`src/hdl/mem_ctrl_defs.svh`:
```
// constants for the static memory controller: decode nibbles, traps,
// beat masks and reset values; included by bare name, definitions only
`ifndef MEM_CTRL_DEFS_SVH
`define MEM_CTRL_DEFS_SVH

// =====================================================
// address decode on addr[31:28]
`define MC_NIB_BOOT0      4'h0
`define MC_NIB_BOOT1      4'h1
`define MC_NIB_IO_LO      4'h2
`define MC_NIB_IO_HI      4'h3
`define MC_NIB_RAM_LO     4'h4
`define MC_NIB_RAM_HI     4'h5
`define MC_NIB_BANK4      4'h6
`define MC_NIB_DYN_FIRST  4'h6
`define MC_NIB_DYN_LAST   4'h7
`define MC_BANK_MIN_SHIFT 5'h0d
`define MC_BANK_NONE      3'h7
`define MC_BANK_FOUR      3'h4

// =====================================================
// trap codes
`define MC_TRAP_FETCH     8'h01
`define MC_TRAP_LOAD      8'h09
`define MC_TRAP_WRITE     8'h2b

// =====================================================
// access shape
`define MC_READ_CYCLES    6'h02
`define MC_WRITE_CYCLES   6'h01
`define MC_MASK_WIDE      5'h01
`define MC_MASK_NARROW    5'h0f
`define MC_MASK_EDAC      5'h1f
`define MC_CHECK_BEAT     3'h4
`define MC_NO_BEAT        3'h5
`define MC_FULL_WORD      4'hf
`define MC_NARROW_LANE    4'h8

// =====================================================
// reset values
`define MC_BOOT_WS_RESET  4'hf

`endif

```
`src/hdl/mem_ctrl_pkg.sv`:
```
// types for the static memory controller
// assumes mem_ctrl_defs.svh holds the decode, trap, shape and reset constants
`include "mem_ctrl_defs.svh"
package mem_ctrl_pkg;

  typedef enum logic [4:0]
  {
    ST_IDLE  = 5'h01,
    ST_LEAD  = 5'h02,
    ST_DATA  = 5'h04,
    ST_READY = 5'h08,
    ST_TRAIL = 5'h10
  } seq_state_t;

  typedef enum logic [1:0]
  {
    AREA_BOOT0 = 2'h0,
    AREA_BOOT1 = 2'h1,
    AREA_IO    = 2'h2,
    AREA_RAM   = 2'h3
  } area_t;

  typedef struct packed
  {
    logic [3:0] boot_read_ws;
    logic [3:0] boot_write_ws;
    logic       boot_write_enable;
    logic       boot_width_8;
    logic       boot_edac_enable;
    logic       boot_ready_enable;
    logic       io_enable;
    logic       io_width_8;
    logic [3:0] io_ws;
    logic       io_ready_enable;
    logic       ram_width_8;
    logic [3:0] ram_bank_size;
    logic [1:0] ram_read_ws;
    logic [1:0] ram_write_ws;
    logic       ram_rmw;
    logic       ram_edac_enable;
    logic       ram_ready_enable;
    logic       sdram_enable;
  } cfg_t;

  typedef struct packed
  {
    seq_state_t  state;
    area_t       area;
    logic [2:0]  bank;
    logic [31:0] addr;
    logic        wr, fetch;
    logic [3:0]  be;
    logic [31:0] wdata;
    logic [7:0]  wcbits;
    logic [31:0] rdata;
    logic [7:0]  cbits;
    logic [5:0]  cnt;
    logic [2:0]  beat;
    logic [4:0]  mask;
    logic        narrow, rmw, rdy_ok, ready, done, trap;
    logic [7:0]  code;
    logic        sdram;
  } seq_t;

  typedef struct packed
  {
    logic [27:0] addr;
    logic [31:0] data;
    logic        data_oe;
    logic [7:0]  cb;
    logic        cb_oe;
    logic [1:0]  boot_cs_n;
    logic        io_cs_n;
    logic [4:0]  bank_cs_n;
    logic [3:0]  bank_oe_n;
    logic        oe_n, rd, we_n;
    logic [3:0]  lane_n;
  } pin_t;

  function automatic logic [4:0] beat_mask(input logic narrow, input logic edac,
                                           input logic by_lane, input logic [3:0] be);
    if (!narrow)
      beat_mask = `MC_MASK_WIDE;
    else if (by_lane)
      beat_mask = {1'b0, be[0], be[1], be[2], be[3]};
    else if (edac)
      beat_mask = `MC_MASK_EDAC;
    else
      beat_mask = `MC_MASK_NARROW;
  endfunction

  function automatic logic [2:0] next_beat(input logic [4:0] mask, input logic [2:0] from);
    next_beat = `MC_NO_BEAT;
    for (int i = 4; i >= 0; i--)
      if (mask[i] && (3'(i) >= from))
        next_beat = 3'(i);
  endfunction

  function automatic logic [5:0] data_len(input area_t area, input logic wr,
                                          input logic [2:0] bank, input cfg_t c);
    logic [5:0] ws;
    ws = 6'h00;
    case (area)
      AREA_IO:
        ws = {2'h0, c.io_ws};
      AREA_RAM:
        ws = {4'h0, wr ? c.ram_write_ws : c.ram_read_ws};
      default:
        ws = {1'b0, wr ? c.boot_write_ws : c.boot_read_ws, 1'b0};
    endcase
    // counts down to zero, so one less than the cycle total
    data_len = (wr ? `MC_WRITE_CYCLES : `MC_READ_CYCLES) + ws - 6'h01;
  endfunction

  function automatic logic [7:0] fault_code(input logic wr, input logic fetch);
    fault_code = wr ? `MC_TRAP_WRITE : (fetch ? `MC_TRAP_FETCH : `MC_TRAP_LOAD);
  endfunction

  function automatic logic [7:0] lane_byte(input logic [31:0] w, input logic [1:0] i);
    lane_byte = w[8'(31 - 8 * i) -: 8];
  endfunction

endpackage

```
`src/hdl/prom_io_sram_memory_controller.sv`:
```
// boot memory, memory-mapped i/o and static ram sequencer with decode
// assumes one request at a time from the internal bus; edac codec outside
`timescale 1ns/1ps
`include "mem_ctrl_defs.svh"
`default_nettype none

module prom_io_sram_memory_controller
(
  input  wire logic        clk,
  input  wire logic        reset_n,
  input  wire logic        cfg_load,
  input  wire logic [3:0]  cfg_boot_read_ws,
  input  wire logic [3:0]  cfg_boot_write_ws,
  input  wire logic        cfg_boot_write_enable,
  input  wire logic        cfg_boot_width_8,
  input  wire logic        boot_edac_enable,
  input  wire logic        cfg_boot_ready_enable,
  input  wire logic        cfg_io_enable,
  input  wire logic        cfg_io_width_8,
  input  wire logic [3:0]  cfg_io_ws,
  input  wire logic        cfg_io_ready_enable,
  input  wire logic        cfg_ram_width_8,
  input  wire logic [3:0]  cfg_ram_bank_size,
  input  wire logic [1:0]  cfg_ram_read_ws,
  input  wire logic [1:0]  cfg_ram_write_ws,
  input  wire logic        cfg_ram_rmw,
  input  wire logic        ram_edac_enable,
  input  wire logic        cfg_ram_ready_enable,
  input  wire logic        cfg_sdram_enable,
  input  wire logic        req_valid,
  input  wire logic [31:0] req_addr,
  input  wire logic        req_write,
  input  wire logic        req_fetch,
  input  wire logic [3:0]  req_byte_en,
  input  wire logic [31:0] req_wdata,
  input  wire logic [7:0]  req_check_bits,
  output logic             req_ready,
  output logic             resp_done,
  output logic             resp_trap,
  output logic [7:0]       resp_trap_code,
  output logic [31:0]      resp_rdata,
  output logic [7:0]       resp_check_bits,
  output logic             sdram_request,
  output logic [27:0]      addr_out,
  input  wire logic [31:0] data_in,
  output logic [31:0]      data_out,
  output logic             data_oe,
  input  wire logic [7:0]  check_bit_lines_in,
  output logic [7:0]       check_bit_lines_out,
  output logic             check_bit_lines_oe,
  output logic [1:0]       boot_chip_select_n,
  output logic             io_chip_select_n,
  output logic [4:0]       static_bank_select_n,
  output logic [3:0]       static_bank_output_enable_n,
  output logic             output_enable_n,
  output logic             read_strobe,
  output logic             write_strobe_n,
  output logic [3:0]       byte_lane_write_strobe_n,
  input  wire logic        external_ready_n
);

  // =====================================================
  // configuration
  mem_ctrl_pkg::cfg_t cfg_ff;
  mem_ctrl_pkg::cfg_t nxt_cfg;

  always_comb
  begin
    nxt_cfg = cfg_ff;
    if (cfg_load)
      nxt_cfg = '{cfg_boot_read_ws, cfg_boot_write_ws, cfg_boot_write_enable, cfg_boot_width_8,
                  boot_edac_enable, cfg_boot_ready_enable, cfg_io_enable, cfg_io_width_8, cfg_io_ws,
                  cfg_io_ready_enable, cfg_ram_width_8, cfg_ram_bank_size, cfg_ram_read_ws,
                  cfg_ram_write_ws, cfg_ram_rmw, ram_edac_enable, cfg_ram_ready_enable,
                  cfg_sdram_enable};
  end

  always_ff @(posedge clk or negedge reset_n)
  begin
    if (!reset_n)
    begin
      cfg_ff               <= '0;
      cfg_ff.boot_read_ws  <= `MC_BOOT_WS_RESET;
      cfg_ff.boot_write_ws <= `MC_BOOT_WS_RESET;
    end
    else
      cfg_ff <= nxt_cfg;
  end

  // =====================================================
  // ready synchroniser: a change counts once stages two and three agree
  logic rdy_s1_ff, rdy_s2_ff, rdy_s3_ff, rdy_ff;
  logic nxt_rdy;

  always_comb
  begin
    nxt_rdy = rdy_ff;
    if (rdy_s2_ff == rdy_s3_ff)
      nxt_rdy = !rdy_s3_ff;
  end

  always_ff @(posedge clk or negedge reset_n)
  begin
    if (!reset_n)
    begin
      rdy_s1_ff <= 1'b1;
      rdy_s2_ff <= 1'b1;
      rdy_s3_ff <= 1'b1;
      rdy_ff    <= 1'b0;
    end
    else
    begin
      rdy_s1_ff <= external_ready_n;
      rdy_s2_ff <= rdy_s1_ff;
      rdy_s3_ff <= rdy_s2_ff;
      rdy_ff    <= nxt_rdy;
    end
  end

  // =====================================================
  // access sequencer
  mem_ctrl_pkg::seq_t s_ff, nxt_s;
  mem_ctrl_pkg::pin_t p_ff, nxt_p;

  always_comb
  begin
    logic [3:0]  nib;
    logic [28:0] off;
    logic        go, finish, beat_end, lead, edac, act, in_data, cs_on;
    logic [2:0]  nb;
    nib      = req_addr[31:28];
    off      = req_addr[28:0] >> (`MC_BANK_MIN_SHIFT + {1'b0, cfg_ff.ram_bank_size});
    go       = 1'b0;
    finish   = 1'b0;
    beat_end = 1'b0;
    edac     = 1'b0;
    lead     = 1'b0;
    act      = 1'b0;
    in_data  = 1'b0;
    cs_on    = 1'b0;
    nb       = `MC_NO_BEAT;
    nxt_s       = s_ff;
    nxt_s.done  = 1'b0;
    nxt_s.trap  = 1'b0;
    nxt_s.sdram = 1'b0;
    case (s_ff.state)
      mem_ctrl_pkg::ST_IDLE:
        if (req_valid)
        begin
          nxt_s.addr   = req_addr;
          nxt_s.wr     = req_write;
          nxt_s.fetch  = req_fetch;
          nxt_s.be     = req_byte_en;
          nxt_s.wdata  = req_wdata;
          nxt_s.wcbits = req_check_bits;
          nxt_s.rmw    = 1'b0;
          nxt_s.bank   = `MC_BANK_NONE;
          nxt_s.code   = mem_ctrl_pkg::fault_code(req_write, req_fetch);
          if (cfg_ff.sdram_enable && nib >= `MC_NIB_DYN_FIRST && nib <= `MC_NIB_DYN_LAST)
            nxt_s.sdram = 1'b1;
          else if (nib == `MC_NIB_BOOT0 || nib == `MC_NIB_BOOT1)
          begin
            nxt_s.area   = (nib == `MC_NIB_BOOT1) ? mem_ctrl_pkg::AREA_BOOT1 : mem_ctrl_pkg::AREA_BOOT0;
            nxt_s.narrow = cfg_ff.boot_width_8;
            nxt_s.rdy_ok = cfg_ff.boot_ready_enable;
            edac         = cfg_ff.boot_edac_enable;
            nxt_s.trap   = req_write && !cfg_ff.boot_write_enable;
            go           = !nxt_s.trap;
          end
          else if (nib == `MC_NIB_IO_LO || nib == `MC_NIB_IO_HI)
          begin
            nxt_s.area   = mem_ctrl_pkg::AREA_IO;
            nxt_s.narrow = cfg_ff.io_width_8;
            nxt_s.rdy_ok = cfg_ff.io_ready_enable;
            nxt_s.trap   = !cfg_ff.io_enable;
            go           = cfg_ff.io_enable;
          end
          else if (nib == `MC_NIB_BANK4 || ((nib == `MC_NIB_RAM_LO || nib == `MC_NIB_RAM_HI) && off < 29'h4))
          begin
            // bank 4 is tested first so it wins any overlap with banks 2 and 3
            nxt_s.area   = mem_ctrl_pkg::AREA_RAM;
            nxt_s.bank   = (nib == `MC_NIB_BANK4) ? `MC_BANK_FOUR : off[2:0];
            nxt_s.narrow = cfg_ff.ram_width_8;
            nxt_s.rdy_ok = (nib == `MC_NIB_BANK4) && cfg_ff.ram_ready_enable;
            edac         = cfg_ff.ram_edac_enable;
            nxt_s.rmw    = req_write && req_byte_en != `MC_FULL_WORD
                           && (cfg_ff.ram_edac_enable || cfg_ff.ram_rmw);
            nxt_s.wr     = req_write && !nxt_s.rmw;
            go           = 1'b1;
          end
          else
            nxt_s.trap = 1'b1;
          if (go)
          begin
            nxt_s.mask = mem_ctrl_pkg::beat_mask(nxt_s.narrow, edac,
                           nxt_s.area == mem_ctrl_pkg::AREA_IO || (nxt_s.wr && !edac), req_byte_en);
            nxt_s.beat = mem_ctrl_pkg::next_beat(nxt_s.mask, 3'h0);
          end
        end
      mem_ctrl_pkg::ST_LEAD:
        nxt_s.state = mem_ctrl_pkg::ST_DATA;
      mem_ctrl_pkg::ST_DATA:
        if (s_ff.cnt != 6'h00)
          nxt_s.cnt = s_ff.cnt - 6'h01;
        else if (s_ff.rdy_ok && !rdy_ff)
          nxt_s.state = mem_ctrl_pkg::ST_READY;
        else
          finish = 1'b1;
      mem_ctrl_pkg::ST_READY:
        finish = rdy_ff;
      mem_ctrl_pkg::ST_TRAIL:
        beat_end = 1'b1;
      default:
        nxt_s.state = mem_ctrl_pkg::ST_IDLE;
    endcase

    if (finish)
    begin
      if (!s_ff.wr && s_ff.narrow && s_ff.beat == `MC_CHECK_BEAT)
        nxt_s.cbits = data_in[31:24];
      else if (!s_ff.wr && s_ff.narrow)
        nxt_s.rdata[8'(31 - 8 * s_ff.beat[1:0]) -: 8] = data_in[31:24];
      else if (!s_ff.wr)
      begin
        nxt_s.rdata = data_in;
        nxt_s.cbits = check_bit_lines_in;
      end
      if (s_ff.wr || s_ff.area == mem_ctrl_pkg::AREA_IO)
        nxt_s.state = mem_ctrl_pkg::ST_TRAIL;
      else
        beat_end = 1'b1;
    end

    if (beat_end)
    begin
      nb = mem_ctrl_pkg::next_beat(s_ff.mask, s_ff.beat + 3'h1);
      if (nb != `MC_NO_BEAT)
      begin
        nxt_s.beat = nb;
        go         = 1'b1;
      end
      else if (s_ff.rmw)
      begin
        // read half done: merge the store lanes, then write the whole word back
        nxt_s.rmw = 1'b0;
        nxt_s.wr  = 1'b1;
        for (int i = 0; i < 4; i++)
          nxt_s.wdata[8 * i +: 8] = s_ff.be[i] ? s_ff.wdata[8 * i +: 8] : nxt_s.rdata[8 * i +: 8];
        nxt_s.mask = mem_ctrl_pkg::beat_mask(s_ff.narrow, cfg_ff.ram_edac_enable, 1'b0, `MC_FULL_WORD);
        nxt_s.beat = mem_ctrl_pkg::next_beat(nxt_s.mask, 3'h0);
        go         = 1'b1;
      end
      else
      begin
        nxt_s.done  = 1'b1;
        nxt_s.state = mem_ctrl_pkg::ST_IDLE;
      end
    end

    if (go)
    begin
      lead        = nxt_s.wr || nxt_s.area == mem_ctrl_pkg::AREA_IO;
      nxt_s.cnt   = mem_ctrl_pkg::data_len(nxt_s.area, nxt_s.wr, nxt_s.bank, cfg_ff);
      nxt_s.state = lead ? mem_ctrl_pkg::ST_LEAD : mem_ctrl_pkg::ST_DATA;
    end
    nxt_s.ready = nxt_s.state == mem_ctrl_pkg::ST_IDLE && !nxt_s.trap && !nxt_s.sdram;

    // pins follow the next state so every pin comes from a flop
    act     = nxt_s.state != mem_ctrl_pkg::ST_IDLE;
    in_data = nxt_s.state == mem_ctrl_pkg::ST_DATA || nxt_s.state == mem_ctrl_pkg::ST_READY;
    cs_on   = act && !(nxt_s.area == mem_ctrl_pkg::AREA_IO && !nxt_s.wr
                       && nxt_s.state == mem_ctrl_pkg::ST_LEAD);
    nxt_p           = p_ff;
    nxt_p.addr      = nxt_s.narrow ? {nxt_s.addr[27:2], nxt_s.beat[2] ? 2'h0 : nxt_s.beat[1:0]}
                                   : nxt_s.addr[27:0];
    nxt_p.data      = nxt_s.narrow ? {(nxt_s.beat == `MC_CHECK_BEAT) ? nxt_s.wcbits
                                      : mem_ctrl_pkg::lane_byte(nxt_s.wdata, nxt_s.beat[1:0]), 24'h00_0000}
                                   : nxt_s.wdata;
    nxt_p.data_oe   = act && nxt_s.wr;
    nxt_p.cb        = nxt_s.wcbits;
    nxt_p.cb_oe     = act && nxt_s.wr && !nxt_s.narrow && nxt_s.area != mem_ctrl_pkg::AREA_IO;
    nxt_p.boot_cs_n = ~({nxt_s.area == mem_ctrl_pkg::AREA_BOOT1,
                         nxt_s.area == mem_ctrl_pkg::AREA_BOOT0} & {2{cs_on}});
    nxt_p.io_cs_n   = !(cs_on && nxt_s.area == mem_ctrl_pkg::AREA_IO);
    nxt_p.bank_cs_n = ~((cs_on && nxt_s.area == mem_ctrl_pkg::AREA_RAM) ? 5'h01 << nxt_s.bank : 5'h00);
    nxt_p.bank_oe_n = ~((in_data && !nxt_s.wr && nxt_s.area == mem_ctrl_pkg::AREA_RAM
                         && nxt_s.bank != `MC_BANK_FOUR) ? 4'h1 << nxt_s.bank[1:0] : 4'h0);
    nxt_p.oe_n      = !(in_data && !nxt_s.wr);
    nxt_p.rd        = act && !nxt_s.wr;
    nxt_p.we_n      = !(in_data && nxt_s.wr);
    nxt_p.lane_n    = ~((in_data && nxt_s.wr && nxt_s.area != mem_ctrl_pkg::AREA_IO)
                        ? (nxt_s.narrow ? `MC_NARROW_LANE : nxt_s.be) : 4'h0);
  end

  always_ff @(posedge clk or negedge reset_n)
  begin
    if (!reset_n)
    begin
      s_ff       <= '0;
      s_ff.state <= mem_ctrl_pkg::ST_IDLE;
      s_ff.ready <= 1'b1;
      p_ff       <= '1;
      p_ff.addr  <= '0;
      p_ff.data  <= '0;
      p_ff.cb    <= '0;
      p_ff.data_oe <= 1'b0;
      p_ff.cb_oe <= 1'b0;
      p_ff.rd    <= 1'b0;
    end
    else
    begin
      s_ff <= nxt_s;
      p_ff <= nxt_p;
    end
  end

  // =====================================================
  // outputs
  assign req_ready                   = s_ff.ready;
  assign resp_done                   = s_ff.done;
  assign resp_trap                   = s_ff.trap;
  assign resp_trap_code              = s_ff.code;
  assign resp_rdata                  = s_ff.rdata;
  assign resp_check_bits             = s_ff.cbits;
  assign sdram_request               = s_ff.sdram;
  assign addr_out                    = p_ff.addr;
  assign data_out                    = p_ff.data;
  assign data_oe                     = p_ff.data_oe;
  assign check_bit_lines_out         = p_ff.cb;
  assign check_bit_lines_oe          = p_ff.cb_oe;
  assign boot_chip_select_n          = p_ff.boot_cs_n;
  assign io_chip_select_n            = p_ff.io_cs_n;
  assign static_bank_select_n        = p_ff.bank_cs_n;
  assign static_bank_output_enable_n = p_ff.bank_oe_n;
  assign output_enable_n             = p_ff.oe_n;
  assign read_strobe                 = p_ff.rd;
  assign write_strobe_n              = p_ff.we_n;
  assign byte_lane_write_strobe_n    = p_ff.lane_n;

endmodule

`default_nettype wire

```
`config.mk`:
```
export PLATFORM = sky130hd
export DESIGN_NAME = prom_io_sram_memory_controller
export DESIGN_NICKNAME = d
export VERILOG_FILES = /design/src/hdl/mem_ctrl_pkg.sv /design/src/hdl/prom_io_sram_memory_controller.sv
export VERILOG_INCLUDE_DIRS = /design/src /design/src/hdl
export SDC_FILE = /design/constraint.sdc
export NUM_CORES = 1
export LEC_CHECK = 0
export BUFFER_PORTS_ARGS = -buffer_cell sky130_fd_sc_hd__buf_2
export CAP_MARGIN = 10
export CORE_MARGIN = 8
export CORE_UTILIZATION = 49
export CTS_CLUSTER_SIZE = 28
export DETAILED_ROUTE_END_ITERATION = 7
export PLACE_DENSITY = 0.77
export SYNTH_ARGS = -nofsm -noshare
export SYNTH_HDL_FRONTEND = slang
export SYNTH_SLANG_ARGS = --single-unit
```
`constraint.sdc`:
```
create_clock -name clk -period 5.15 [get_ports clk]
set_input_delay 0.2575 -clock clk [delete_from_list [all_inputs] [get_ports clk]]
set_output_delay 0.2575 -clock clk [all_outputs]
set_load 0.005 [all_outputs]
```
Word-level counts from Yosys, hierarchy flattened
Cells that the tools add are included.
- $add $sub $neg: 8
- order comparisons: 8
- equality and inequality tests: 32
- mux-type cells: 143
- shift-type cells: 6
- bitwise operators: 5
- reduce and logical (&&, ||, !) cells: 68
- operators with widths (cell ; number):
    two-way mux 32 bit ; 6
    two-way mux 83 bit ; 2
    two-way mux 5 bit ; 25
    two-way mux 40 bit ; 2
    two-way mux 8 bit ; 10
    two-way mux 3 bit ; 22
    two-way mux 1 bit ; 52
    variable shift 8 x 10 -> 39 bit, first input constant ; 1
    indexed part select 39 x 9 -> 8 bit ; 1
    indexed part select 8 x 10 -> 39 bit ; 1
    logical AND 1 bit ; 33
    bitwise mux 32 bit ; 1
    two-way mux 6 bit ; 5
    less-than comparator 29 x 3 -> 1 bit, second input constant ; 1
    >> shifter 29 x 5 -> 29 bit ; 1
    two-way mux 11 bit ; 2
    two-way mux 10 bit ; 2
    two-way mux 4 bit ; 5
    zero test 1 bit ; 16
    one-hot mux 5 bit (3 select lines) ; 1
    == test 4 x 3 -> 1 bit, second input constant ; 3
    two-way mux 2 bit ; 6
    subtractor 5 x 5 -> 6 bit, first input constant ; 2
    subtractor 6 x 1 -> 6 bit, second input constant ; 2
    43 further kinds ; 68
- output and inout port bits: 141
- bits of input ports: 155
- logic and storage cells: 327
- flip-flop bits (word level): 274

Depth between registers and ports, before layout
Gate-level depths: netlist of the first run.
- depth in word-level cells: 34
- gate-level depth with buffers: 22
- gate-level depth less buffers: 20

Least setup slack after synthesis of the first run
Ideal clock, no wire load.
- kind: register to register
- from: reg cfg_ff[8] (netlist bit)
- to: reg s_ff[28] (netlist bit)
- arrival: 4.828 ns
- buffers on the path: 2
- stages on the path, launching flop included: 21
- setup slack: 0.197 ns
- data required time: 5.025 ns
- library setup time: 0.125 ns
- cells stage by stage: dfrtp_1 buf_6 mux4_2 o41a_1 or2_1 or4_4 buf_6 a211oi_2 o211ai_2 inv_2 mux2i_1 a21oi_1 a21oi_1 ha_1 inv_1 ha_1 fa_1 a21o_1 a21oi_1 xnor2_1 mux2_2
- RTL lines (item ; RTL line ; source):
    start, declared ; prom_io_sram_memory_controller.sv:64 ; mem_ctrl_pkg::cfg_t cfg_ff;
    start signal, assigned ; prom_io_sram_memory_controller.sv:87 ; cfg_ff <= nxt_cfg;
    end signal, assigned ; prom_io_sram_memory_controller.sv:312 ; s_ff <= nxt_s;
    end, declared ; prom_io_sram_memory_controller.sv:122 ; mem_ctrl_pkg::seq_t s_ff, nxt_s;

==> impl_metrics.py, run 1 <==
metrics = {
    "cts": {
        "clock_sinks": 238,
        "numCtsBuffers": 26,
        "htree_levels": 1,
        "clk_path_buf_depth": 3,
        "clkLatencyLatePin_ns": 0.53,
        "root_buffer": "clkbuf_16",
        "path_clk_slew_ns": 0.06,
        "cts_tree": "built",
    },
    "sta": {
        "finalSetupViolCount": 0,
        "final.setup.tns_ns": 0,
        "final.min_clock_period_ns": 4.88,
        "setup_slack_ns": 0.273,
        "tightest_slew_ns": 1.00,
        "hold_violations": 0,
        "grt_setup_unrepaired": "false",
        "fin_skew_ns": 0.0155,
        "post-route-period-util_pct": 94.7,
        "drv_slew": 0,
        "maxSlewHeadroom_pct": 33.4,
        "fmaxAchievable_mhz": 205,
    },
    "pwr": {
        "power_leakage_nw": 7.06,
        "p_per_area_nw_per_um2": 400,
        "ir_drop_v": 0.000260,
        "total_power_mw": 5.99,
    },
    "grt": {
        "antenna_found_initial": 5,
        "grtUsageTotal_pct": 25.4,
        "grt_pass1_vias": 10900,
        "grt_max_degree": 127,
        "grt_remaining_overflow": 0,
        "grt_pass1_wl_mm": 62.0,
    },
    "synthesis": {
        "synth_common_cells": "207 x dfrtp_1, 194 x nand2_1, 107 x nor2_1, 83 x buf_4, 60 x a21oi_1",
        "synth_ff_type": "dfrtp_1",
        "ys_ff_latch": 238,
        "yosysTopAreaCell": "dfrtp_1",
        "syn_avg_cell_area_sq_um": 9.75,
        "synth_edf_count": 0,
        "synth.area.top_cells": "dfrtp_1 43%, dfstp_2 6.7%, nand2_1 6.0%",
        "synthArstFlopShare_pct": 100,
        "yosysUniqueCellTypes": 89,
        "post-synth-top-count-cell": "dfrtp_1",
        "ys_seq_area_share_pct": 49.6,
        "yosys_warnings": 0,
        "synthCells": 1241,
        "netlist_area_sq_um": 12100,
        "netlist.area_leader.share_pct": 42.8,
    },
    "cells_and_area": {
        "areaGrowthSynthToFinish_pct": 23.7,
        "drive_above_1_share_pct": 30.5,
        "fin_util_pct": 61.7,
        "final_nets": 1697,
    },
    "route": {
        "drt_iter0_drc": 1157,
        "wire_per_inst_um": 20.9,
        "drc": 0,
        "detail-route-antenna-nets": 0,
        "via_count": 10700,
        "detail_route.first_pass.iterations": 8,
        "viasPerCell": 5.71,
        "routed_wirelength_mm": 39.3,
    },
    "setup_path": {
        "critPathMaxFanout": 5,
        "start_kind": "flop",
        "criticalPathCategory": "reg2reg",
        "arrival_ns": 5.29,
        "worst_setup_path_end_kind": "flop",
        "required_ns": 5.56,
    },
    "place": {
        "post-place-ws_ns": 0.207,
        "place_congestion": 0.907,
        "hpwl_mm": 28.3,
        "port-buffer-count": 291,
    },
    "die": {
        "num_rows": 57,
        "initial_core_util_pct": 49.9,
        "io_pins": 296,
        "die_x_um": 173,
        "die_h_um": 173,
        "core_area_sq_um": 24200,
        "die_area_sq_um": 30000,
    },
    "run": {
        "cap_viol_max_count": 0,
    },
    "hold_path": {
        "hold_class": "in2reg",
    },
    "outcome": {
        "status": "complete, no violations",
    },
}
worst max-delay path: stages (launching register included):
cell,delay [ns]
dfrtp_2,0.45
buf_4,0.17
and2_1,0.14
or4b_1,0.51
and4_1,0.24
nand4bb_1,0.21
or4_4,0.57
a211oi_4,0.24
o211ai_2,0.15
buf_4,0.19
mux2i_1,0.12
nor2_1,0.09
a21oi_1,0.06
ha_1,0.29
inv_1,0.04
ha_1,0.22
fa_1,0.40
a21o_1,0.19
a21oi_1,0.17
xnor2_1,0.08
mux2_2,0.25
layout by cell type (no fill, tap or decap), drive strengths merged, types with 31 or more instances in the layout:
cell type	count
clkbuf	34
dfstp	31
a21oi	60
dfrtp	207
buf	324
inv	55
nor2	108
mux2	33
nand2	197
o21ai	58
dlygate4sd3	66
area by class of cell:
type	count	area (sq um)
fillers	2043	9290
well taps	324	405
flip-flops and latches	238	6000
inverters	55	206
clock buffers	34	732
repair buffers	390	2380
diodes	3	7.51
multi-input cells	817	5080
clock inverters	14	153
metrics by stage:
step                cell area (sq um)  std cells  hold WS [ns]
detailed placement              13400       1757         0.349
global placement                13400       1757         0.346
global route                    15000       1875       0.00643
floorplan                       12100       1244       -0.0381
CTS                             14900       1871      0.000314
finish                          15000       1875       0.00790
sequential cells by signal, summed over array words and instances, names as in the netlist, 2 cells and up:
name / cells
byte_lane_write_strobe_n: 4
data_out: 32
resp_rdata: 32
resp_trap_code: 3
addr_out: 27
boot_chip_select_n: 2
check_bit_lines_out: 8
resp_check_bits: 8
cfg_ff: 32
s_ff: 67
static_bank_output_enable_n: 4
static_bank_select_n: 5
cells by family after synthesis:
| kind of cell | share of synthesized area, % |
|---|---|
| AND/OR/NAND/NOR | 17.6 |
| other | 0.0310 |
| XOR/XNOR | 0.507 |
| multiplexers | 5.73 |
| adder cells (fa/ha/maj) | 1.51 |
| buffers and inverters | 8.70 |
| flip-flops | 49.6 |
| AO/OA/AOI/OAI | 16.3 |
path summary, 6_finish.rpt:
kind	startpoint	endpoint	slack, ns	cells after the start
setup / recovery	cfg_ff[8]	s_ff[28]	0.27	20
hold reg to reg	rdy_s1_ff	rdy_s2_ff	0.36	0
max in group asynchronous	reset_n	cfg_ff[8]	3.54	3
setup reg to reg	cfg_ff[8]	s_ff[28]	0.27	20
hold / removal	req_check_bits[3]	check_bit_lines_out[3]	0.008	3
min in group asynchronous	reset_n	resp_rdata[19]	0.37	2
layer usage:
layer | vias up | track usage (%) | part of all wire [%]
met1 | 5203 | 32.4 | 41
met4 | 4 | 9.27 | 3.7
li1 | 4848 | - | -
met2 | 544 | 41.6 | 48
met3 | 104 | 5.97 | 8.0
met5 | - | 0 | 0.059
report_power, final:
| part | total [mW] | switching (mW) | internal (mW) |
|---|---|---|---|
| logic | 1.65 | 0.944 | 0.704 |
| clock network | 1.92 | 0.770 | 1.15 |
| registers | 2.42 | 0.199 | 2.22 |
what timing repair did:
item,CTS,global route
endpoints found under the hold margin,165,0
hold buffers,66,0
setup buffers,0,1
endpoints found under the setup margin,0,1
resized for setup,0,4
Power figures use the tool's default switching activity.
==> run 2: changes to the inputs <==
--- a/config.mk
+++ b/config.mk
@@ -6,13 +6,15 @@
 export SDC_FILE = /design/constraint.sdc
 export NUM_CORES = 1
 export LEC_CHECK = 0
-export BUFFER_PORTS_ARGS = -buffer_cell sky130_fd_sc_hd__buf_2
+export BUFFER_PORTS_ARGS = -buffer_cell sky130_fd_sc_hd__buf_4
 export CAP_MARGIN = 10
 export CORE_MARGIN = 8
 export CORE_UTILIZATION = 49
 export CTS_CLUSTER_SIZE = 28
 export DETAILED_ROUTE_END_ITERATION = 7
+export HOLD_SLACK_MARGIN = 0.12
 export PLACE_DENSITY = 0.77
 export SYNTH_ARGS = -nofsm -noshare
 export SYNTH_HDL_FRONTEND = slang
 export SYNTH_SLANG_ARGS = --single-unit
+export TNS_END_PERCENT = 1
==> run 2 against run 1 <==
  * Fmax rose by 0.15%
  * Wire length rose by 3.1%
  * Worst setup slack improved by 0.0073 ns
  * Sequential share of layout area fell by 3.0 points
  * Design area rose by 8.0%
  * Power rose by 2.0%
  * Core utilization rose by 4.9 points
  * Critical path type unchanged
  * Highest routed layer is now met4
==> impl_metrics.py, run 2 (synthesis results as in run 1) <==
metrics = {
    "die": {
        "num_rows": 57,
        "die_h_um": 173,
        "initial_core_util_pct": 49.9,
        "die_area_sq_um": 30000,
        "io_pins": 296,
        "die_x_um": 173,
        "core_area_sq_um": 24200,
    },
    "setup_path": {
        "timing.rr.start": "cfg_ff[9]",
        "slowest_delay_ns": 0.56,
        "path_cells": "nor2b_1, or4b_1, and4_1, nand4bb_1, or4_4, a211oi_2, o211ai_2, buf_4, mux2i_1, nor2_1, a21oi_1, ha_1, inv_1, ha_1, fa_1, a21o_1, a21oi_1, xnor2_1, mux2_2",
        "crit_family": "simple AND/OR/NAND/NOR gates",
        "required_ns": 5.58,
        "arrival_ns": 5.30,
        "cpMaxStageDelayCell": "or4_4",
        "path_buf_inv": 2,
        "critPathLaunch": "cfg_ff[9]",
        "start_kind": "flop",
        "criticalPathCategory": "reg2reg",
        "worst_setup_path_end_kind": "flop",
        "critPathMaxFanout": 11,
    },
    "sta": {
        "fmaxAchievable_mhz": 205,
        "hold_violations": 0,
        "fin_skew_ns": 0.0273,
        "grt_setup_unrepaired": "false",
        "final.min_clock_period_ns": 4.87,
        "fin_hold_ws_ns": 0.142,
        "maxSlewHeadroom_pct": 31.8,
        "tightest_slew_ns": 1.02,
        "drv_slew": 0,
        "post-route-period-util_pct": 94.6,
        "finalSetupViolCount": 0,
        "final.setup.tns_ns": 0,
    },
    "cells_and_area": {
        "final_cells": 1920,
        "design_area_sq_um": 16200,
        "regMostFlops": "s_ff",
        "antenna_cells": 0,
        "areaGrowthSynthToFinish_pct": 33.5,
        "final_cell_mix": "316 x buf_4, 205 x dfrtp_1, 193 x nand2_1",
        "final_common_cell": "buf_4",
        "final_nets": 1747,
        "largest_reg_flops": 67,
        "drive_above_1_share_pct": 29.2,
    },
    "cts": {
        "clkLatencyLatePin_ns": 0.55,
        "root_buffer": "clkbuf_16",
        "cts_tree": "built",
        "clk_path_buf_depth": 3,
        "clock_sinks": 238,
        "path_clk_slew_ns": 0.06,
        "htree_levels": 1,
        "numCtsBuffers": 25,
    },
    "place": {
        "place_area_sq_um": 14100,
        "place_congestion": 0.895,
        "port-buffer-count": 291,
        "dp_cells": 1753,
        "hpwl_mm": 28.5,
    },
    "grt": {
        "antenna_found_initial": 0,
        "grt_pass1_vias": 11100,
        "grtUsageTotal_pct": 26.1,
        "grt_remaining_overflow": 0,
        "grt_pass1_wl_mm": 63.6,
        "grt_max_degree": 129,
    },
    "outcome": {
        "status": "complete, no violations",
    },
    "route": {
        "detail_route.first_pass.iterations": 5,
        "drt_iter0_drc": 1152,
        "viasPerCell": 5.68,
        "wire_per_inst_um": 21.1,
        "drc": 0,
        "detail-route-antenna-nets": 0,
        "routed_wirelength_mm": 40.5,
        "via_count": 10900,
    },
    "pwr": {
        "netSwitchingPower_mw": 1.96,
        "power_leakage_nw": 7.51,
        "pwr-share-seq_pct": 39.8,
        "p_per_area_nw_per_um2": 378,
        "total_power_mw": 6.11,
        "ir_drop_v": 0.000230,
        "internal-power_mw": 4.15,
        "power.share.switching_pct": 32.1,
        "p_comb_share_pct": 29.9,
        "p_clk_share_pct": 30.3,
    },
    "hold_path": {
        "min_from": "data_in[15]",
        "hold_class": "in2reg",
    },
    "run": {
        "cap_viol_max_count": 0,
    },
}
[run 2: cell types whose count changed in the layout (fill, tap and decap cells not counted), sizes merged]
| cell | delta |
|---|---|
| clkinv | +2 |
| buf | -5 |
| inv | +1 |
| dlygate4sd3 | +56 |
| diode | -3 |
| clkbuf | -6 |
[run 2: worst reg2reg max path, cell delays in order (launching register included)]
cell	delay, ns
dfrtp_2	0.48
nor2b_1	0.28
or4b_1	0.46
and4_1	0.24
nand4bb_1	0.21
or4_4	0.56
a211oi_2	0.25
o211ai_2	0.18
buf_4	0.20
mux2i_1	0.12
nor2_1	0.09
a21oi_1	0.05
ha_1	0.29
inv_1	0.04
ha_1	0.22
fa_1	0.41
a21o_1	0.20
a21oi_1	0.17
xnor2_1	0.08
mux2_2	0.25
[run 2: metrics by stage]
| step | utilization, % | setup WS, ns |
|---|---|---|
| 2_1_floorplan | - | 0.197 |
| 3_3_place_gp | 58.1 | 0.216 |
| 3_5_place_dp | 58.1 | 0.169 |
| 4_1_cts | 66.6 | 0.185 |
| 5_1_grt | 66.6 | 0.0142 |
| 6_report | 66.6 | 0.281 |
[run 2: power by group through the flow]
stage / Combinational (mW) / Sequential (mW) / Clock [mW]
2_1_floorplan: 1.08 / 2.40 / 0
3_3_place_gp: 1.69 / 2.45 / 0
3_5_place_dp: 1.72 / 2.45 / 0
4_1_cts: 1.82 / 2.43 / 1.88
5_1_grt: 2.00 / 2.47 / 1.96
6_report: 1.83 / 2.43 / 1.85
[run 2: worst paths after layout]
path	endpoint	slack (ns)	cells after the start
worst max-delay path	s_ff[28]	0.28	19
worst min-delay path	resp_rdata[15]	0.14	4
worst max register to register	s_ff[28]	0.28	19
worst min register to register	rdy_s2_ff	0.36	0
max in group asynchronous	cfg_ff[22]	3.58	3
min in group asynchronous	resp_rdata[23]	0.40	2
[run 2: what timing repair did]
| action | 4_1_cts | 5_1_grt |
|---|---|---|
| endpoints found under the setup margin | 0 | 1 |
| buffers inserted | 0 | 0 |
| hold buffers | 122 | 0 |
| hold endpoints to repair | 257 | 0 |
| resized for setup | 0 | 4 |
[run 2: cell type report]
| type | instances | area, sq um |
|---|---|---|
| clock inverter | 17 | 183 |
| tap | 324 | 405 |
| multi-input combinational | 817 | 5070 |
| timing repair buffer | 441 | 3640 |
| clock buffer | 28 | 647 |
| fill | 1871 | 8100 |
| inverter | 55 | 206 |
| sequential | 238 | 6000 |
[run 2: per-layer routing]
metal / vias up / wire, um / track usage, %
li1: 4960 / - / -
met1: 5294 / 16600 / 33.3
met2: 565 / 19300 / 43.1
met3: 95 / 2940 / 5.47
met4: 0 / 1630 / 10.1
met5: - / 0 / 0
==> run 3: changes to the inputs <==
--- a/config.mk
+++ b/config.mk
@@ -8,12 +8,11 @@
 export LEC_CHECK = 0
 export BUFFER_PORTS_ARGS = -buffer_cell sky130_fd_sc_hd__buf_4
 export CAP_MARGIN = 10
-export CORE_MARGIN = 8
 export CORE_UTILIZATION = 49
 export CTS_CLUSTER_SIZE = 28
 export DETAILED_ROUTE_END_ITERATION = 7
 export HOLD_SLACK_MARGIN = 0.12
-export PLACE_DENSITY = 0.77
+export PLACE_DENSITY = 0.73
 export SYNTH_ARGS = -nofsm -noshare
 export SYNTH_HDL_FRONTEND = slang
 export SYNTH_SLANG_ARGS = --single-unit
==> run 3 against run 2 <==
  * Sequential share of layout area is essentially flat
  * Highest routed layer unchanged
  * Clock skew shrank 0.0086 ns
  * Flip-flop and latch count is the same
  * Count of clock-buffer cells in the layout grew 6
  * Design area is essentially flat
  * Largest power group unchanged
  * Register-to-register slack lost 0.06 ns
  * Die area shrank 16%
==> impl_metrics.py, run 3 (synthesis results as in run 1) <==
metrics = {
    "grt": {
        "grt_pass1_vias": 10700,
        "antenna_found_initial": 2,
        "grt_max_degree": 130,
        "grt_remaining_overflow": 0,
        "grtUsageTotal_pct": 29.5,
        "grt_pass1_wl_mm": 59.4,
    },
    "route": {
        "viasPerCell": 5.51,
        "routed_wirelength_mm": 37.7,
        "wire_per_inst_um": 19.6,
        "drc": 0,
        "drt_iter0_drc": 1010,
        "detail-route-antenna-nets": 0,
        "via_count": 10600,
        "detail_route.first_pass.iterations": 7,
    },
    "cts": {
        "cts_tree": "built",
        "clock_sinks": 238,
        "htree_levels": 1,
        "root_buffer": "clkbuf_16",
        "numCtsBuffers": 25,
        "clk_path_buf_depth": 3,
        "clkLatencyLatePin_ns": 0.54,
        "path_clk_slew_ns": 0.06,
    },
    "die": {
        "die_x_um": 159,
        "io_pins": 296,
        "initial_core_util_pct": 49.9,
        "die_area_sq_um": 25300,
        "core_area_sq_um": 24200,
        "die_h_um": 159,
        "num_rows": 57,
    },
    "place": {
        "place_congestion": 0.900,
        "port-buffer-count": 291,
        "hpwl_mm": 26.6,
    },
    "pwr": {
        "internal-power_mw": 4.13,
        "power_leakage_nw": 7.49,
        "p_clk_share_pct": 29.8,
        "pwr-share-seq_pct": 40.2,
        "p_comb_share_pct": 29.9,
        "netSwitchingPower_mw": 1.92,
        "ir_drop_v": 0.000277,
        "p_per_area_nw_per_um2": 375,
        "total_power_mw": 6.05,
        "power.share.switching_pct": 31.7,
    },
    "sta": {
        "final.min_clock_period_ns": 4.93,
        "grt_setup_unrepaired": "false",
        "finalSetupViolCount": 0,
        "final.setup.tns_ns": 0,
        "post-route-period-util_pct": 95.7,
        "fin_skew_ns": 0.0187,
        "fmaxAchievable_mhz": 203,
        "maxSlewHeadroom_pct": 34.0,
        "tightest_slew_ns": 0.986,
        "drv_slew": 0,
        "hold_violations": 0,
    },
    "outcome": {
        "status": "complete, no violations",
    },
    "cells_and_area": {
        "areaGrowthSynthToFinish_pct": 33.5,
        "final_cell_mix": "325 x buf_4, 207 x dfrtp_1, 193 x nand2_1",
        "regMostFlops": "s_ff",
        "final_nets": 1749,
        "drive_above_1_share_pct": 29.5,
        "largest_reg_flops": 67,
        "fillCellCount": 1947,
        "final_common_cell": "buf_4",
    },
    "setup_path": {
        "timing.rr.start": "cfg_ff[8]",
        "endpoint": "s_ff[28]",
        "arrival_ns": 5.34,
        "r2r_end": "s_ff[28]",
        "path_common_cell": "a21oi_1",
        "cpMaxStageDelayCell": "or4_4",
        "slowest_delay_ns": 0.58,
        "critPathLaunch": "cfg_ff[8]",
        "start_kind": "flop",
        "required_ns": 5.56,
        "criticalPathCategory": "reg2reg",
        "critPathMaxFanout": 7,
        "reg2reg_depth": 20,
        "worst_setup_path_end_kind": "flop",
        "rrSetupSlack_ns": 0.22,
        "path_cells": "buf_4, and2_1, or4b_1, and4_1, nand4bb_1, or4_4, a211oi_4, o211ai_4, inv_2, mux2i_1, a21oi_1, a21oi_1, ha_1, inv_1, ha_1, fa_1, a21o_1, a21oi_1, xnor2_1, mux2_2",
    },
    "run": {
        "cap_viol_max_count": 0,
    },
    "hold_path": {
        "hold_class": "in2reg",
    },
}
==> run 3: cell count changes in the layout (fill, tap and decap cells not counted), sizes merged <==
cell / change
dlygate4sd3: -5
clkbuf: +6
bufinv: -2
clkinvlp: +2
clkinv: -7
diode: +2
buf: +7
==> run 3: how the worst min path moves through the flow <==
stage,slack (ns),startpoint,depth (start not counted),end
2_1_floorplan,-0.04,reset_n,0,addr_out[0]
3_3_place_gp,0.35,rdy_s1_ff,0,rdy_s2_ff
3_5_place_dp,0.35,rdy_s1_ff,0,rdy_s2_ff
4_1_cts,0.12,req_wdata[5],3,s_ff[82]
5_1_grt,0.16,req_wdata[21],3,s_ff[98]
6_report,0.13,req_wdata[5],3,s_ff[82]
==> run 3: metal layers <==
| layer | track usage [%] | routed length, um | vias up | share of wire [%] |
|---|---|---|---|---|
| met1 | 38.7 | 15400 | 5082 | 41 |
| met2 | 50.4 | 18600 | 480 | 49 |
| li1 | - | - | 4952 | - |
| met3 | 4.56 | 2560 | 81 | 6.8 |
| met5 | 0 | 0 | - | 0 |
| met4 | 9.22 | 1160 | 0 | 3.1 |
==> run 3: power by group through the flow <==
stage | registers [mW] | clock network (mW) | logic (mW)
after detailed placement | 2.46 | 0 | 1.70
after floorplan | 2.40 | 0 | 1.08
after CTS | 2.43 | 1.83 | 1.79
after global routing | 2.47 | 1.90 | 1.98
after global placement | 2.45 | 0 | 1.67
final | 2.43 | 1.81 | 1.81
==> run 3: layout make-up <==
class / instances / area, sq um / share of cell area (%)
Antenna cell: 2 / 5.00 / 0.0310
Clock buffer: 34 / 729 / 4.52
Clock inverter: 10 / 83.8 / 0.519
Inverter: 55 / 206 / 1.28
Multi-Input combinational cell: 817 / 5090 / 31.6
Sequential cell: 238 / 5990 / 37.1
Tap cell: 324 / 405 / 2.51
Timing Repair Buffer: 443 / 3630 / 22.5
==> run 3: worst max-delay path: cells and delay by family, from the launching register on <==
| family | cells | cell delay [ns] |
|---|---|---|
| simple gates | 5 | 1.68 |
| xor+xnor | 1 | 0.09 |
| fa+ha+maj | 3 | 0.90 |
| compound gates | 6 | 1.04 |
| mux | 2 | 0.34 |
| flops | 1 | 0.43 |
| buf+inv | 3 | 0.33 |
==> run 3: per-stage QoR <==
| stage | cell area, sq um | hold slack [ns] | setup WS (ns) | util, % | cells |
|---|---|---|---|---|---|
| final | 16100 | 0.133 | 0.223 | 66.6 | 1923 |
| after global routing | 16100 | 0.157 | 0.0144 | 66.6 | 1923 |
| after floorplan | 12100 | -0.0381 | 0.197 | - | 1244 |
| after global placement | 14100 | 0.349 | 0.290 | 58.2 | 1758 |
| after CTS | 16100 | 0.122 | 0.143 | 66.4 | 1919 |
| after detailed placement | 14100 | 0.350 | 0.156 | 58.2 | 1758 |
==> run 3: timing repair <==
action,in CTS,in global routing
buffers inserted,0,2
gates resized for setup,0,4
hold buffers,117,0
hold endpoints to repair,255,0
endpoints found under the setup margin,0,1
